`config.mk`:
```
export PLATFORM = sky130hd
export DESIGN_NAME = watchdog_control_service_logic
export DESIGN_NICKNAME = d
export VERILOG_FILES = /design/src/logic/watchdog_ctrl_pkg.sv /design/src/logic/watchdog_control_service_logic.sv
export SDC_FILE = /design/constraint.sdc
export NUM_CORES = 1
export LEC_CHECK = 0
export BUFFER_PORTS_ARGS = -buffer_cell sky130_fd_sc_hd__buf_2
export CAP_MARGIN = 15
export CORE_ASPECT_RATIO = 0.75
export CORE_MARGIN = 8
export CORE_UTILIZATION = 45
export DETAILED_ROUTE_END_ITERATION = 6
export PLACE_DENSITY = 0.72
export SYNTH_ARGS = -nofsm -noshare
export SYNTH_HDL_FRONTEND = slang
export SYNTH_SLANG_ARGS = --single-unit
```
`constraint.sdc`:
```
create_clock -name pclk -period 2.58 [get_ports pclk]
set_input_delay 0.258 -clock pclk [delete_from_list [all_inputs] [get_ports pclk]]
set_output_delay 0.258 -clock pclk [all_outputs]
set_load 0.02 [all_outputs]
```
`src/logic/watchdog_ctrl_pkg.sv`:
```
// Register map, field layout, key values and state encoding of the watchdog control logic
package watchdog_ctrl_pkg;

  // APB geometry
  localparam int          ADDR_W        = 8;
  localparam int          DATA_W        = 32;

  // Register byte offsets
  localparam logic [7:0]  WDC_OFS       = 8'h00;
  localparam logic [7:0]  TGC_OFS       = 8'h04;
  localparam logic [7:0]  IST_OFS       = 8'h08;
  localparam logic [7:0]  ICL_OFS       = 8'h0C;
  localparam logic [7:0]  IEN_OFS       = 8'h10;

  // Watchdog control fields
  localparam int          KEY_HI        = 31;
  localparam int          KEY_LO        = 16;
  localparam int          FLAG_BIT      = 15;
  localparam int          EN_BIT        = 14;
  localparam int          RSV_HI        = 13;
  localparam int          RSV_LO        = 12;

  // Global timer control fields
  localparam int          MODE_HI       = 3;
  localparam int          MODE_LO       = 2;
  localparam int          UHR_BIT       = 1;
  localparam int          LHR_BIT       = 0;

  // Service keys and watchdog mode code
  localparam logic [15:0] KEY_FIRST     = 16'hA5C6;
  localparam logic [15:0] KEY_SECOND    = 16'hDA7E;
  localparam logic [1:0]  MODE_WATCHDOG = 2'h2;

  // Reset values
  localparam logic [15:0] KEY_RST       = 16'h0000;
  localparam logic [1:0]  RSV_RST       = 2'h0;
  localparam logic [1:0]  MODE_RST      = 2'h0;
  localparam logic [1:0]  HALF_RST      = 2'h0;

  // Interrupt status layout
  localparam int          IRQ_W         = 3;
  localparam int          IRQ_TIMEOUT   = 0;
  localparam int          IRQ_SERVICE   = 1;
  localparam int          IRQ_BADKEY    = 2;
  localparam logic [2:0]  IRQ_RST       = 3'h0;

  typedef enum logic [1:0] {
    ST_OFF     = 2'b00,
    ST_ENABLED = 2'b01,
    ST_ACTIVE  = 2'b11
  } wd_state_e;

endpackage

```
`src/logic/watchdog_control_service_logic.sv`:
```
// What this block does
// - Key field sits in control bits 31..16, readable and writable.
// - Only key A5C6h then next key write DA7Eh services the watchdog.
// - In regular timer modes key writes never service the timer.
// - Time-out sets the flag at bit 15; zero means no time-out.
// - Flag clears when the watchdog gets enabled and on reset.
// - Writing one to the flag position clears the flag.
// - Bit 14 is the watchdog enable; one enables, zero disables until the watchdog is active, after which writes to it are ignored.
// - Watchdog behaviour applies only with timer mode select equal 2h.
// - In active state, half-timer reset control changes have no effect.
//
// The implementer's own choices: register access over APB and the register addresses.
`timescale 1ns/1ps
module watchdog_control_service_logic
  import watchdog_ctrl_pkg::*;
(
  // Clock and reset
  input  wire logic              pclk,
  input  wire logic              presetn,
  // APB slave
  input  wire logic              psel,
  input  wire logic              penable,
  input  wire logic              pwrite,
  input  wire logic [ADDR_W-1:0] paddr,
  input  wire logic [DATA_W-1:0] pwdata,
  output logic      [DATA_W-1:0] prdata,
  output logic                   pready,
  output logic                   pslverr,
  // Timer core
  input  wire logic              wdt_expire,
  output logic                   wdt_service,
  output logic                   wdt_armed,
  output logic                   wdt_active,
  output logic      [1:0]        timer_mode,
  output logic                   lower_half_run,
  output logic                   upper_half_run,
  // Interrupt
  output logic                   irq
);

  function automatic logic hit(input logic [ADDR_W-1:0] a, input logic [7:0] ofs);
    hit = (a[ADDR_W-1:2] == ofs[ADDR_W-1:2]);
  endfunction

  wd_state_e         state_r;
  wd_state_e         state_nxt;
  logic [15:0]       key_r;
  logic              flag_r;
  logic              en_r;
  logic [1:0]        rsv_r;
  logic [1:0]        mode_r;
  logic              lower_ctrl_r;
  logic              upper_ctrl_r;
  logic              lower_run_r;
  logic              upper_run_r;
  logic              key_half_r;
  logic              service_r;
  logic [IRQ_W-1:0]  ist_r;
  logic [IRQ_W-1:0]  ien_r;
  logic [IRQ_W-1:0]  ev;
  logic [DATA_W-1:0] prdata_r;
  logic [DATA_W-1:0] rd_mux;
  logic              pslverr_r;
  logic              setup_ph;
  logic              access_ph;
  logic              wr_en;
  logic              mapped;
  logic              wr_wdc;
  logic              wr_tgc;
  logic              wr_icl;
  logic              wr_ien;
  logic              wd_mode;
  logic              key_open;
  logic [15:0]       key_in;
  logic              key_first;
  logic              key_done;
  logic              key_broken;
  logic              flag_set;
  logic              flag_clr;

  // Bus phases and decode
  assign setup_ph  = psel && !penable;
  assign access_ph = psel && penable;
  assign wr_en     = access_ph && pwrite;
  assign mapped    = hit(paddr, WDC_OFS) || hit(paddr, TGC_OFS) || hit(paddr, IST_OFS) ||
                     hit(paddr, ICL_OFS) || hit(paddr, IEN_OFS);
  assign wr_wdc    = wr_en && hit(paddr, WDC_OFS);
  assign wr_tgc    = wr_en && hit(paddr, TGC_OFS);
  assign wr_icl    = wr_en && hit(paddr, ICL_OFS);
  assign wr_ien    = wr_en && hit(paddr, IEN_OFS);

  // Key sequence decode, open only in watchdog mode with the enable set
  assign wd_mode    = (mode_r == MODE_WATCHDOG);
  assign key_in     = pwdata[KEY_HI:KEY_LO];
  assign key_open   = wd_mode && (en_r || pwdata[EN_BIT]);
  assign key_first  = wr_wdc && key_open && (key_in == KEY_FIRST);
  assign key_done   = wr_wdc && key_open && key_half_r && (key_in == KEY_SECOND);
  assign key_broken = wr_wdc && key_open && key_half_r && !key_done && !key_first;

  // Flag causes
  assign flag_set = wdt_expire && (state_r == ST_ACTIVE);
  assign flag_clr = wr_wdc && (pwdata[FLAG_BIT] || (pwdata[EN_BIT] && !en_r));

  // Key field storage
  always_ff @(posedge pclk or negedge presetn) begin
    if (!presetn) begin
      key_r <= KEY_RST;
      rsv_r <= RSV_RST;
    end else if (wr_wdc) begin
      key_r <= key_in;
      rsv_r <= pwdata[RSV_HI:RSV_LO];
    end
  end

  // First half of the key sequence
  always_ff @(posedge pclk or negedge presetn) begin
    if (!presetn) begin
      key_half_r <= 1'b0;
    end else if (!wd_mode) begin
      key_half_r <= 1'b0;
    end else if (wr_wdc) begin
      key_half_r <= key_first;
    end
  end

  // Service pulse to the counter
  always_ff @(posedge pclk or negedge presetn) begin
    if (!presetn) begin
      service_r <= 1'b0;
    end else begin
      service_r <= key_done;
    end
  end

  // Enable bit; activation forces it on so an active watchdog never reads disabled
  always_ff @(posedge pclk or negedge presetn) begin
    if (!presetn) begin
      en_r <= 1'b0;
    end else if (key_done) begin
      en_r <= 1'b1;
    end else if (wr_wdc && state_r != ST_ACTIVE) begin
      en_r <= pwdata[EN_BIT];
    end
  end

  // Time-out flag, a new time-out wins over a clear
  always_ff @(posedge pclk or negedge presetn) begin
    if (!presetn) begin
      flag_r <= 1'b0;
    end else if (flag_set) begin
      flag_r <= 1'b1;
    end else if (flag_clr) begin
      flag_r <= 1'b0;
    end
  end

  // Watchdog state
  always_comb begin
    state_nxt = state_r;
    case (state_r)
      ST_OFF: begin
        if (key_done) begin
          state_nxt = ST_ACTIVE;
        end else if (en_r && wd_mode) begin
          state_nxt = ST_ENABLED;
        end
      end
      ST_ENABLED: begin
        if (key_done) begin
          state_nxt = ST_ACTIVE;
        end else if (!en_r || !wd_mode) begin
          state_nxt = ST_OFF;
        end
      end
      ST_ACTIVE: begin
        state_nxt = ST_ACTIVE;
      end
      default: begin
        state_nxt = ST_OFF;
      end
    endcase
  end

  always_ff @(posedge pclk or negedge presetn) begin
    if (!presetn) begin
      state_r <= ST_OFF;
    end else begin
      state_r <= state_nxt;
    end
  end

  // Global timer control; mode is frozen while active
  always_ff @(posedge pclk or negedge presetn) begin
    if (!presetn) begin
      mode_r       <= MODE_RST;
      lower_ctrl_r <= HALF_RST[0];
      upper_ctrl_r <= HALF_RST[1];
    end else if (wr_tgc) begin
      if (state_r != ST_ACTIVE) begin
        mode_r <= pwdata[MODE_HI:MODE_LO];
      end
      lower_ctrl_r <= pwdata[LHR_BIT];
      upper_ctrl_r <= pwdata[UHR_BIT];
    end
  end

  // Half-timer run controls stop following software once active
  always_ff @(posedge pclk or negedge presetn) begin
    if (!presetn) begin
      lower_run_r <= HALF_RST[0];
      upper_run_r <= HALF_RST[1];
    end else if (state_r != ST_ACTIVE) begin
      lower_run_r <= lower_ctrl_r;
      upper_run_r <= upper_ctrl_r;
    end
  end

  // Interrupt status, enable and clear
  assign ev[IRQ_TIMEOUT] = flag_set;
  assign ev[IRQ_SERVICE] = key_done;
  assign ev[IRQ_BADKEY]  = key_broken;

  always_ff @(posedge pclk or negedge presetn) begin
    if (!presetn) begin
      ist_r <= IRQ_RST;
    end else if (wr_icl) begin
      ist_r <= (ist_r & ~pwdata[IRQ_W-1:0]) | ev;
    end else begin
      ist_r <= ist_r | ev;
    end
  end

  always_ff @(posedge pclk or negedge presetn) begin
    if (!presetn) begin
      ien_r <= IRQ_RST;
    end else if (wr_ien) begin
      ien_r <= pwdata[IRQ_W-1:0];
    end
  end

  // Read data, captured in the setup phase
  always_comb begin
    rd_mux = '0;
    if (hit(paddr, WDC_OFS)) begin
      rd_mux[KEY_HI:KEY_LO] = key_r;
      rd_mux[FLAG_BIT]      = flag_r;
      rd_mux[EN_BIT]        = en_r;
      rd_mux[RSV_HI:RSV_LO] = rsv_r;
    end else if (hit(paddr, TGC_OFS)) begin
      rd_mux[MODE_HI:MODE_LO] = mode_r;
      rd_mux[UHR_BIT]         = upper_ctrl_r;
      rd_mux[LHR_BIT]         = lower_ctrl_r;
    end else if (hit(paddr, IST_OFS)) begin
      rd_mux[IRQ_W-1:0] = ist_r;
    end else if (hit(paddr, IEN_OFS)) begin
      rd_mux[IRQ_W-1:0] = ien_r;
    end
  end

  always_ff @(posedge pclk or negedge presetn) begin
    if (!presetn) begin
      prdata_r  <= '0;
      pslverr_r <= 1'b0;
    end else if (setup_ph) begin
      prdata_r  <= pwrite ? '0 : rd_mux;
      pslverr_r <= !mapped;
    end else if (!psel) begin
      pslverr_r <= 1'b0;
    end
  end

  assign prdata         = prdata_r;
  assign pslverr        = pslverr_r;
  assign pready         = 1'b1;
  assign wdt_service    = service_r;
  assign wdt_armed      = (state_r == ST_ENABLED);
  assign wdt_active     = (state_r == ST_ACTIVE);
  assign timer_mode     = mode_r;
  assign lower_half_run = lower_run_r;
  assign upper_half_run = upper_run_r;
  assign irq            = |(ist_r & ien_r);
endmodule

```
; ---- After elaboration in Yosys (flattened, before gate mapping)
; Index checks and enable logic that the tools add are counted.
[classes]
n_eq_ne = 14
n_mux = 21
n_bitwise = 5
reduce_logical = 39
[op_table]
columns = operator, count
row1 = == test 16 bit (second input constant), 2
row2 = 2-to-1 mux 32 bit, 1
row3 = 2-to-1 mux 20 bit, 1
row4 = logical AND 1 bit, 19
row5 = == test 6 x 2 -> 1 bit (second input constant), 2
row6 = 2-to-1 mux 3 bit, 4
row7 = 2-to-1 mux 1 bit, 9
row8 = 2-to-1 mux 2 bit, 4
row9 = logical OR 1 bit, 7
row10 = AND 3 bit, 2
row11 = == test 6 x 1 -> 1 bit (second input constant), 1
row12 = == test 6 x 3 -> 1 bit (second input constant), 1
row13 = logical NOT 1 bit, 6
row14 = logical NOT 6 bit, 1
row15 = OR 3 bit, 2
row16 = one-hot mux 2 bit (3 select lines), 1
row17 = == test 2 bit (second input constant), 2
row18 = 2-to-1 mux 4 bit, 1
row19 = != test 2 bit (second input constant), 2
row20 = AND reduction 2 bit, 2
row21 = nonzero test 2 bit, 2
row22 = != test 3 x 1 -> 1 bit (second input constant), 1
row23 = != test 3 bit (second input constant), 1
row24 = NOT 3 bit, 1
row25 = other kinds (4), 4
[word_totals]
ff_bits = 69
inputBits = 46

; ---- Longest topological paths before layout
; Gate-level depths: netlist (run 1).
[logic_depth]
ltp_word = 11
depth_mapped = 5
depth_no_buf = 4

; ---- Worst setup path before layout (run 1)
; OpenSTA, ideal clock, no wires.
[synth_path]
kind = input port to flip-flop
start = input port paddr[7]
end = register ien_r[0]
setup_time_ps = 125
t_arrival_ps = 1475
slack_ps = 980
cell_stages = 4
cell_sequence = or4_4 nor3b_4 nand2_2 mux2_4
[synth_via]
elab_chain_cells = 2
[synth_lines]
columns = item, line_no
row1 = from (decl), watchdog_control_service_logic.sv:24  ; input wire logic [ADDR_W-1:0] paddr,
row2 = == test 6 x 3 -> 1 bit, watchdog_control_service_logic.sv:42  ; hit = (a[ADDR_W-1:2] == ofs[ADDR_W-1:2]);
row3 = logical AND 1 bit, watchdog_control_service_logic.sv:90  ; assign wr_ien = wr_en && hit(paddr, IEN_OFS);
row4 = to (signal assigned), watchdog_control_service_logic.sv:237  ; ien_r <= pwdata[IRQ_W-1:0];
row5 = to (decl), watchdog_control_service_logic.sv:59  ; logic [IRQ_W-1:0] ien_r;
; No other way between the ends.
; A chain may end at the register's enable or synchronous reset.

; ---- Worst setup path in the final report (run 1)
[layout_path]
start = register ien_r[0]
end = output port irq
[layout_via]
elab_chain_cells = 2
[layout_lines]
columns = item, line_no
row1 = AND 3 bit, watchdog_control_service_logic.sv:281  ; assign irq = |(ist_r & ien_r);
row2 = OR reduction 3 bit, watchdog_control_service_logic.sv:281
row3 = to (decl), watchdog_control_service_logic.sv:38  ; output logic irq
; No other way between the ends.

==> results of run 1 <==
[cells in the mapped netlist (4+ instances only)]
cell type | instances | area [um^2]
sky130_fd_sc_hd__nand4b_1 | 4 | 35.0
sky130_fd_sc_hd__nand2_1 | 14 | 52.6
sky130_fd_sc_hd__a22o_1 | 20 | 175
sky130_fd_sc_hd__clkbuf_1 | 4 | 15.0
sky130_fd_sc_hd__mux2_2 | 24 | 270
sky130_fd_sc_hd__nor2b_1 | 4 | 25.0
sky130_fd_sc_hd__nor2_1 | 7 | 26.3
sky130_fd_sc_hd__dfrtp_1 | 61 | 1530
sky130_fd_sc_hd__o31ai_1 | 4 | 30.0
sky130_fd_sc_hd__a21oi_1 | 4 | 20.0
sky130_fd_sc_hd__buf_4 | 9 | 67.6
sky130_fd_sc_hd__nand2b_1 | 4 | 25.0
sky130_fd_sc_hd__inv_1 | 9 | 33.8
sky130_fd_sc_hd__o21ai_0 | 8 | 40.0
[layer usage]
| layer | up-vias | share of wire |
|---|---|---|
| li1 | 922 | - |
| met1 | 981 | 0.44 |
| met2 | 71 | 0.47 |
| met3 | 20 | 0.062 |
| met4 | 0 | 0.025 |
| met5 | - | 0 |
[path summary, 6_finish.rpt]
path	from	slack (ns)	to	cells after the start
setup / recovery	ien_r[0]$_DFFE_PN0P_	1.00	irq	3
hold / removal	presetn	0.01	prdata[12]$_DFFE_PN0P_	1
setup reg to reg	timer_mode[0]$_DFFE_PN0P_	1.11	state_r[0]$_DFFE_PN0P_	4
hold reg to reg	prdata[2]$_DFFE_PN0P_	0.48	prdata[2]$_DFFE_PN0P_	2
max in group asynchronous	presetn	1.87	ien_r[1]$_DFFE_PN0P_	2
min in group pclk	pwdata[13]	0.15	rsv_r[1]$_DFFE_PN0P_	2
[registers in the layout (all words and copies together) (netlist names)]
| name | cells |
|---|---|
| flag_r | 1 |
| timer_mode | 2 |
| ist_r | 3 |
| key_half_r | 1 |
| en_r | 1 |
| prdata | 24 |
| pslverr | 1 |
| state_r | 2 |
| rsv_r | 2 |
| upper_half_run | 1 |
| wdt_service | 1 |
| lower_half_run | 1 |
| ien_r | 3 |
| upper_ctrl_r | 1 |
| lower_ctrl_r | 1 |
| key_r | 16 |
[worst max-delay path, cell delays in order (launching register included)]
cell and delay, ns:
sky130_fd_sc_hd__dfrtp_1 0.40, sky130_fd_sc_hd__a222oi_1 0.36, sky130_fd_sc_hd__inv_1 0.07, sky130_fd_sc_hd__buf_2 0.16
[power by group through the flow]
stage | registers (mW) | clock network, mW | logic [mW]
final | 0.987 | 0.751 | 0.136
after global routing | 0.989 | 0.814 | 0.149
after CTS | 0.987 | 0.774 | 0.136
after detailed placement | 1.01 | 0 | 0.136
after global placement | 1.00 | 0 | 0.132
after floorplan | 1.00 | 0 | 0.0681
[kinds of logic after synthesis]
kind of cell | count (synthesis)
flops | 61
simple gates | 55
compound gates | 45
mux | 27
buf+inv | 25
other cells | 2
[area by class of cell]
cell class	instances	area (um^2)
fillers	512	2520
flip-flops and latches	61	1530
multi-input cells	136	1040
repair buffers	73	378
clock buffers	12	155
well taps	78	97.6
inverters	9	33.8
clock inverters	4	22.5
[stage by stage]
step / power (mW) / instances
after CTS: 1.90 / 373
after global routing: 1.95 / 373
after floorplan: 1.07 / 222
final: 1.87 / 373
after detailed placement: 1.14 / 357
after global placement: 1.14 / 357
==> metrics.yaml, run 1 <==
sta:
  worst_tran_pin_value_ns: 0.814
  finalHoldWorstSlack_ns: 0.0132
  slew_headroom: 0.457
  setup_ws_ns: 1.00
  report.final.slew_viol_count: 0
  fin_tns_setup_ns: 0
  final.period_utilization: 0.612
  clock_skew_ns: 0.00372
  fmaxAchievable_ghz: 0.634
  timing_hold_violations_final: 0
  post-route-min-period_ns: 1.58
  setup_viol_count_final: 0
  grt_setup_unrepaired: "false"
floorplanning:
  start_util: 0.462
  top_level_ports: 88
  floorplan.die.height_um: 82.6
  std_cell_rows: 24
  floorplan.die.width_um: 105
  design.core.area_um2: 5770
  die_area_um2: 8660
power:
  clock_group_share_of_total_power: 0.401
  relative_contribution_of_sequential_cells_to_total_power: 0.527
  total_switching_power_mw: 0.451
  vdd_ir_drop_max_v: 0.000380
  share_comb_of_total_power: 0.073
  internal_power_mw: 1.42
  total_leakage_power_nw: 1.71
  power_density_nw_per_um2: 577
  power_switching_share: 0.241
placed_design:
  dpl_worst_slack_ns: 0.729
  placement.cell_area_um2: 3070
  place.gp.congestion: 0.991
  number_of_input_and_output_port_buffers_inserted: 68
  detailed_place_hpwl_um: 4960
global_routing:
  grt_use_met3: 0.0558
  first_global_vias: 1993
  gr-usage-met2: 0.235
  grt_start_max_net_pins: 38
  grt_use_met1: 0.193
  total_routing_resource_utilization_after_global_routing: 0.155
  grt_antenna_before_repair: 0
  grt_overflow_total: 0
  layer_with_the_highest_usage: "met2"
  wire_length_of_the_first_global_routing_pass_um: 10300
logic_synthesis:
  synth-compound-area-share: 0.129
  synth_seq_area_share: 0.573
  syn_inst: 215
  synth_enable_flop_cells: 0
  asyncSetResetFlopFracSynth: 1.00
  syn_avg_cell_area_um2: 12.4
  synth_simple_gate_area_frac: 0.127
  synthMuxAreaShare: 0.118
  synth_xor_area_frac: 0
  synth-adder-area-share: 0
  postSynthRegisterBits: 61
  synth_area_um2: 2660
  synth_flop_cell: "sky130_fd_sc_hd__dfrtp_1"
  synth_cell_types: 39
  synth_top_family_by_area: "compound AO/OA/AOI/OAI gates"
  total_number_of_yosys_warnings: 0
routing:
  route.detailed.wl_per_inst_um: 17.7
  first_iter_violations: 128
  routed_wirelength_um: 6600
  firstDrtPassIters: 5
  detail_route.drc_violations: 0
  route.antenna.remaining_nets: 0
  vias: 1994
  detail_route.vias_per_cell: 5.35
clock_tree:
  clk_transition_reported_paths_ns: 0.06
  post_cts_hold_buffer_count: 0
  ctsRootBufferMaster: "sky130_fd_sc_hd__clkbuf_8"
  cts_made_buffers: 9
  numClockSinks: 61
  htree_num_levels: 3
  clock_tree.buffer_depth: 2
  tritoncts: "yes"
  post_cts_buffers: 0
  cts-resized-gates: 0
  insertion_delay_ns: 0.33
worst_setup_path:
  worst_ep_arrival_time_ns: 1.32
  required_ns: 2.32
  path_max_fanout: 3
  timing.critical_path.from_type: "flop"
  crit_type: "reg2out"
  critPathCaptureType: "primary output"
run:
  drv.max_cap_violation_count: 0
finish:
  post_route_cells_drive_above_1_share: 0.414
  num_antenna_cells: 0
  finalNetCount: 336
  layout.cells.most_common: "sky130_fd_sc_hd__buf_2"
  area_delta_synth_final_pct: 22.0
  final_cell_mix: "sky130_fd_sc_hd__buf_2 (68), sky130_fd_sc_hd__dfrtp_1 (61), sky130_fd_sc_hd__mux2_2 (24), sky130_fd_sc_hd__a22o_1 (20), sky130_fd_sc_hd__nand2_1 (14)"
  finish.instance_area_um2: 3250
  final_util: 0.564
outcome:
  run_status: "completed"
hold_path:
  hold_class: "in2async"
Power figures use the tool's default switching activity.
==> inputs of run 2 (changes only) <==
PLACE_DENSITY = 0.75   (was 0.72)
clock period = 1.3 ns   (was 2.58 ns; I/O delays follow)
==> metrics.yaml, run 2 (synthesis results as in run 1) <==
floorplanning:
  start_util: 0.462  # unchanged
  floorplan.die.height_um: 82.6  # unchanged
  top_level_ports: 88  # unchanged
  std_cell_rows: 24  # unchanged
  die_area_um2: 8660  # unchanged
  design.core.area_um2: 5770  # unchanged
  floorplan.die.width_um: 105  # unchanged
sta:
  report.final.slew_viol_count: 0  # unchanged
  timing_hold_violations_final: 0  # unchanged
  grt_setup_unrepaired: "true"
  setup_viol_count_final: 1  # +1
  clock_skew_ns: 0.00846  # +0.00474 ns
  final.period_utilization: 1.12
  setup_ws_ns: -0.156  # -1.16 ns
  fin_tns_setup_ns: -0.156  # -0.156 ns
  post-route-min-period_ns: 1.46
  fmaxAchievable_ghz: 0.687
global_routing:
  first_global_vias: 2140  # +7.4%
  wire_length_of_the_first_global_routing_pass_um: 10900  # +6.1%
  total_routing_resource_utilization_after_global_routing: 0.162  # +0.00670
  grt_antenna_before_repair: 0  # unchanged
  grt_start_max_net_pins: 62  # +63%
  grt_overflow_total: 0  # unchanged
routing:
  detail_route.drc_violations: 0  # unchanged
  vias: 2040  # +2.3%
  routed_wirelength_um: 6800  # +3.1%
  detail_route.vias_per_cell: 5.15  # -3.6%
  first_iter_violations: 78  # -39%
  firstDrtPassIters: 4  # -1
  route.antenna.remaining_nets: 0  # unchanged
  route.detailed.wl_per_inst_um: 17.2  # -2.9%
power:
  post-layout-total-power_mw: 3.82  # +100%
  vdd_ir_drop_max_v: 0.000530  # +39%
  total_leakage_power_nw: 1.85  # +8.3%
  power_density_nw_per_um2: 1090  # +89%
placed_design:
  detailed_place_hpwl_um: 5150  # +3.8%
  placement.cell_area_um2: 3260  # +6.2%
  place.gp.congestion: 0.912  # -8.0%
  number_of_input_and_output_port_buffers_inserted: 68  # unchanged
finish:
  max_ffs_per_register: 24  # unchanged
  finalNetCount: 361  # +7.4%
  num_antenna_cells: 0  # unchanged
  finish.instance_area_um2: 3490  # +7.5%
  layout.cells.most_common: "sky130_fd_sc_hd__buf_2"
  post_route_cells_drive_above_1_share: 0.469  # +0.0550
  final_cell_mix: "sky130_fd_sc_hd__buf_2 (66), sky130_fd_sc_hd__dfrtp_1 (61), sky130_fd_sc_hd__buf_4 (28), sky130_fd_sc_hd__mux2_2 (24), sky130_fd_sc_hd__a22o_1 (20)"
  nFillCells: 485  # -5.3%
  area_delta_synth_final_pct: 31.2
  final_util: 0.606  # +0.0423
clock_tree:
  tritoncts: "yes"
  cts_made_buffers: 9  # unchanged
  ctsRootBufferMaster: "sky130_fd_sc_hd__clkbuf_8"
  numClockSinks: 61  # unchanged
  clock_tree.buffer_depth: 2  # unchanged
  clk_transition_reported_paths_ns: 0.06  # about the same
  insertion_delay_ns: 0.33  # about the same
  htree_num_levels: 3  # unchanged
worst_setup_path:
  reg2regPathDepth: 4  # unchanged
  timing.critical_path.from_type: "flop"
  critPathCaptureType: "primary output"
  required_ns: 1.17  # -1.15 ns
  path_max_fanout: 2  # -1
  crit_type: "reg2out"
  worst_ep_arrival_time_ns: 1.33  # about the same
outcome:
  violations: "negative setup slack"
  run_status: "complete, but fails checks"
hold_path:
  worst_hold_path.num_cells: 2
  hold_class: "in2reg"
run:
  drv.max_cap_violation_count: 0  # unchanged
[run 2: critical path: stages, from the launching register on]
cell and delay [ns]:
sky130_fd_sc_hd__dfrtp_1 0.40, sky130_fd_sc_hd__a222oi_1 0.34, sky130_fd_sc_hd__inv_1 0.11, sky130_fd_sc_hd__buf_6 0.15
[run 2: power by group]
| part | switching [mW] | internal [mW] | leakage, nW |
|---|---|---|---|
| Combinational | 0.176 | 0.137 | 0.929 |
| Clock | 0.667 | 0.876 | 0.0974 |
| Sequential | 0.0235 | 1.94 | 0.826 |
[run 2: through the flow]
step | worst slack, ns | hold slack, ns | instances
after global placement | -0.262 | 0.161 | 379
after floorplan | -0.172 | -0.166 | 222
final | -0.156 | 0.0346 | 396
after global routing | -0.225 | 0.0175 | 396
after detailed placement | -0.331 | 0.158 | 379
after CTS | -0.173 | 0.0152 | 395
[run 2: metal layers]
metal / wire length [um] / share of wire / GRT usage
met3: 335 / 0.049 / 0.0496
met4: 127 / 0.019 / 0.0766
met1: 3150 / 0.46 / 0.206
met5: 0 / 0 / 0
met2: 3190 / 0.47 / 0.251
[run 2: repair_timing]
action                     4_1_cts  5_1_grt
resized for setup                4        4
hold buffers                     1        0
setup endpoints to repair        2        3
pin swaps                        1        1
hold endpoints to repair        61        0
buffers inserted                 1        1
[run 2: final cells by class]
cell class	count	area (um^2)	area share
clock buffers	13	179	0.0512
inverters	9	36.3	0.0104
multi-input cells	136	1050	0.300
repair buffers	98	602	0.172
flip-flops and latches	61	1530	0.437
clock inverters	1	5.00	0.00143
well taps	78	97.6	0.0279
[run 2: path summary, 6_finish.rpt]
path                                              to  slack (ns)                    from
setup / recovery                                 irq       -0.16      ist_r[0]$_DFF_PN0_
hold / removal             timer_mode[1]$_DFFE_PN0P_        0.03               pwdata[3]
setup reg to reg           timer_mode[0]$_DFFE_PN0P_        0.07  state_r[1]$_DFFE_PN0P_
hold reg to reg                prdata[2]$_DFFE_PN0P_        0.48   prdata[2]$_DFFE_PN0P_
max in group asynchronous  timer_mode[0]$_DFFE_PN0P_        0.69                 presetn
min in group asynchronous      prdata[2]$_DFFE_PN0P_        0.33                 presetn
==> inputs of run 3 (changes only) <==
==> constraint.sdc (replaced) <==
create_clock -name pclk -period 1.3 [get_ports pclk]
set_input_delay 0.13 -clock pclk [delete_from_list [all_inputs] [get_ports pclk]]
set_output_delay 0.13 -clock pclk [all_outputs]
set_load 0.005 [all_outputs]
==> metrics.yaml, run 3 (synthesis results as in run 1) <==
worst_setup_path:
  kind_of_cell_adding_the_most_delay_to_the_critical_path: "flip-flops"
  required_ns: 1.17  # about the same
  path_depth: 3  # unchanged
  slowest_stage: "sky130_fd_sc_hd__dfrtp_1"
  reg2regPathDepth: 4  # unchanged
  timing.critical_path.buf_inv: 2  # unchanged
  crit_type: "reg2out"
  timing.reg2reg.setup_slack_ns: 0.09  # +0.02 ns
  critPathCaptureType: "primary output"
  worstPathCellList: "a222oi_1, inv_1, buf_2"
  worst_path_largest_cell_delay_ns: 0.40  # about the same
  path_max_fanout: 2  # unchanged
  worst_ep_arrival_time_ns: 1.29  # -0.04 ns
  timing.critical_path.from_type: "flop"
finish:
  max_ffs_per_register: 24  # unchanged
  finalNetCount: 360  # -0.28%
  post_route_cells_drive_above_1_share: 0.467  # -0.00168
  layout.cells.most_common: "sky130_fd_sc_hd__buf_2"
  num_antenna_cells: 0  # unchanged
  area_delta_synth_final_pct: 30.5
  final_cell_mix: "sky130_fd_sc_hd__buf_2 (68), sky130_fd_sc_hd__dfrtp_1 (61), sky130_fd_sc_hd__buf_4 (26), sky130_fd_sc_hd__mux2_2 (24), sky130_fd_sc_hd__a22o_1 (20)"
  layoutNonFillerInstCount: 395  # -0.25%
global_routing:
  wire_length_of_the_first_global_routing_pass_um: 11000  # +0.13%
  grt_antenna_before_repair: 0  # unchanged
  grt_overflow_total: 0  # unchanged
  total_routing_resource_utilization_after_global_routing: 0.162  # +0.000171
  first_global_vias: 2142  # +0.093%
  grt_start_max_net_pins: 62  # unchanged
clock_tree:
  tritoncts: "yes"
  ctsRootBufferMaster: "sky130_fd_sc_hd__clkbuf_8"
  clk_transition_reported_paths_ns: 0.06  # about the same
  cts_made_buffers: 9  # unchanged
  clock_tree.buffer_depth: 2  # unchanged
  numClockSinks: 61  # unchanged
  htree_num_levels: 3  # unchanged
  insertion_delay_ns: 0.33  # about the same
hold_path:
  hold_class: "in2reg"
  worst_hold_path.num_cells: 2  # unchanged
sta:
  clock_skew_ns: 0.00845  # -0.0000130 ns
  timing_hold_violations_final: 0  # unchanged
  finalHoldWorstSlack_ns: 0.0333  # -0.00132 ns
  grt_setup_unrepaired: "true"
  setup_ws_ns: -0.122  # +0.0341 ns
  report.final.slew_viol_count: 0  # unchanged
  fmaxAchievable_ghz: 0.703  # +2.4%
  post-route-min-period_ns: 1.42  # -0.0341 ns
  final.period_utilization: 1.09  # -0.0263
  setup_viol_count_final: 1  # unchanged
power:
  share_comb_of_total_power: 0.076  # -0.006
  relative_contribution_of_sequential_cells_to_total_power: 0.517  # +0.003
  clock_group_share_of_total_power: 0.407  # +0.003
  total_leakage_power_nw: 1.84  # -0.49%
  power_switching_share: 0.222  # -0.00458
  vdd_ir_drop_max_v: 0.000533  # +0.49%
  power_density_nw_per_um2: 1090  # -0.12%
  total_switching_power_mw: 0.843  # -2.7%
  internal_power_mw: 2.95  # about the same
floorplanning:
  start_util: 0.462  # unchanged
  design.core.area_um2: 5770  # unchanged
  top_level_ports: 88  # unchanged
  std_cell_rows: 24  # unchanged
  floorplan.die.width_um: 105  # unchanged
  floorplan.die.height_um: 82.6  # unchanged
  die_area_um2: 8660  # unchanged
routing:
  vias: 2050  # +0.49%
  route.detailed.wl_per_inst_um: 17.1  # -0.37%
  first_iter_violations: 100  # +28%
  route.antenna.remaining_nets: 0  # unchanged
  firstDrtPassIters: 4  # unchanged
  routed_wirelength_um: 6760  # -0.62%
  detail_route.drc_violations: 0  # unchanged
  detail_route.vias_per_cell: 5.19  # +0.74%
outcome:
  run_status: "complete, but fails checks"
  violations: "negative setup slack"
placed_design:
  place.gp.congestion: 0.912  # unchanged
  post-place-cells: 379  # unchanged
  detailed_place_hpwl_um: 5150  # unchanged
  number_of_input_and_output_port_buffers_inserted: 68  # unchanged
  dpl_worst_slack_ns: -0.331  # unchanged
run:
  drv.max_cap_violation_count: 0  # unchanged
run 3: worst paths after layout:
check,start,endpoint
worst min register to register,prdata[2]$_DFFE_PN0P_,prdata[2]$_DFFE_PN0P_
worst min-delay path,pwdata[3],timer_mode[1]$_DFFE_PN0P_
worst max register to register,timer_mode[0]$_DFFE_PN0P_,state_r[0]$_DFFE_PN0P_
worst max-delay path,ist_r[0]$_DFF_PN0_,irq
min in group asynchronous,presetn,ien_r[1]$_DFFE_PN0P_
max in group asynchronous,presetn,timer_mode[0]$_DFFE_PN0P_
run 3: layout make-up:
type	instances	area, um^2
multi-input cells	136	1050
clock inverters	1	5.00
well taps	78	97.6
flip-flops and latches	61	1530
inverters	9	33.8
clock buffers	13	179
fillers	487	2290
repair buffers	97	586
run 3: timing repair:
item	in CTS	in global routing
hold buffers	1	0
gates cloned	0	0
setup buffers	1	0
gates resized for setup	1	3
pin swaps	1	0
hold endpoints to repair	61	0
setup endpoints to repair	2	3
run 3: per-stage QoR:
step	instance area, um^2	util	setup TNS [ns]	total power [mW]
2_1_floorplan	2690	-	-0.658	2.10
3_3_place_gp	3260	0.566	-9.95	2.27
3_5_place_dp	3260	0.566	-11.45	2.28
4_1_cts	3460	0.601	-0.145	3.84
5_1_grt	3470	0.603	-0.230	3.96
6_report	3470	0.603	-0.122	3.79
run 3: per-layer routing:
metal	wire length, um	GRT usage
met1	3120	0.206
met2	3160	0.252
met3	348	0.0496
met4	134	0.0766
met5	0	0
run 3: power groups by stage:
stage | combinational (mW) | clock [mW] | sequential, mW
finish | 0.288 | 1.54 | 1.96
global route | 0.320 | 1.67 | 1.96
CTS | 0.289 | 1.59 | 1.96
detailed placement | 0.283 | 0 | 2.00
global placement | 0.277 | 0 | 1.99
floorplan | 0.115 | 0 | 1.99
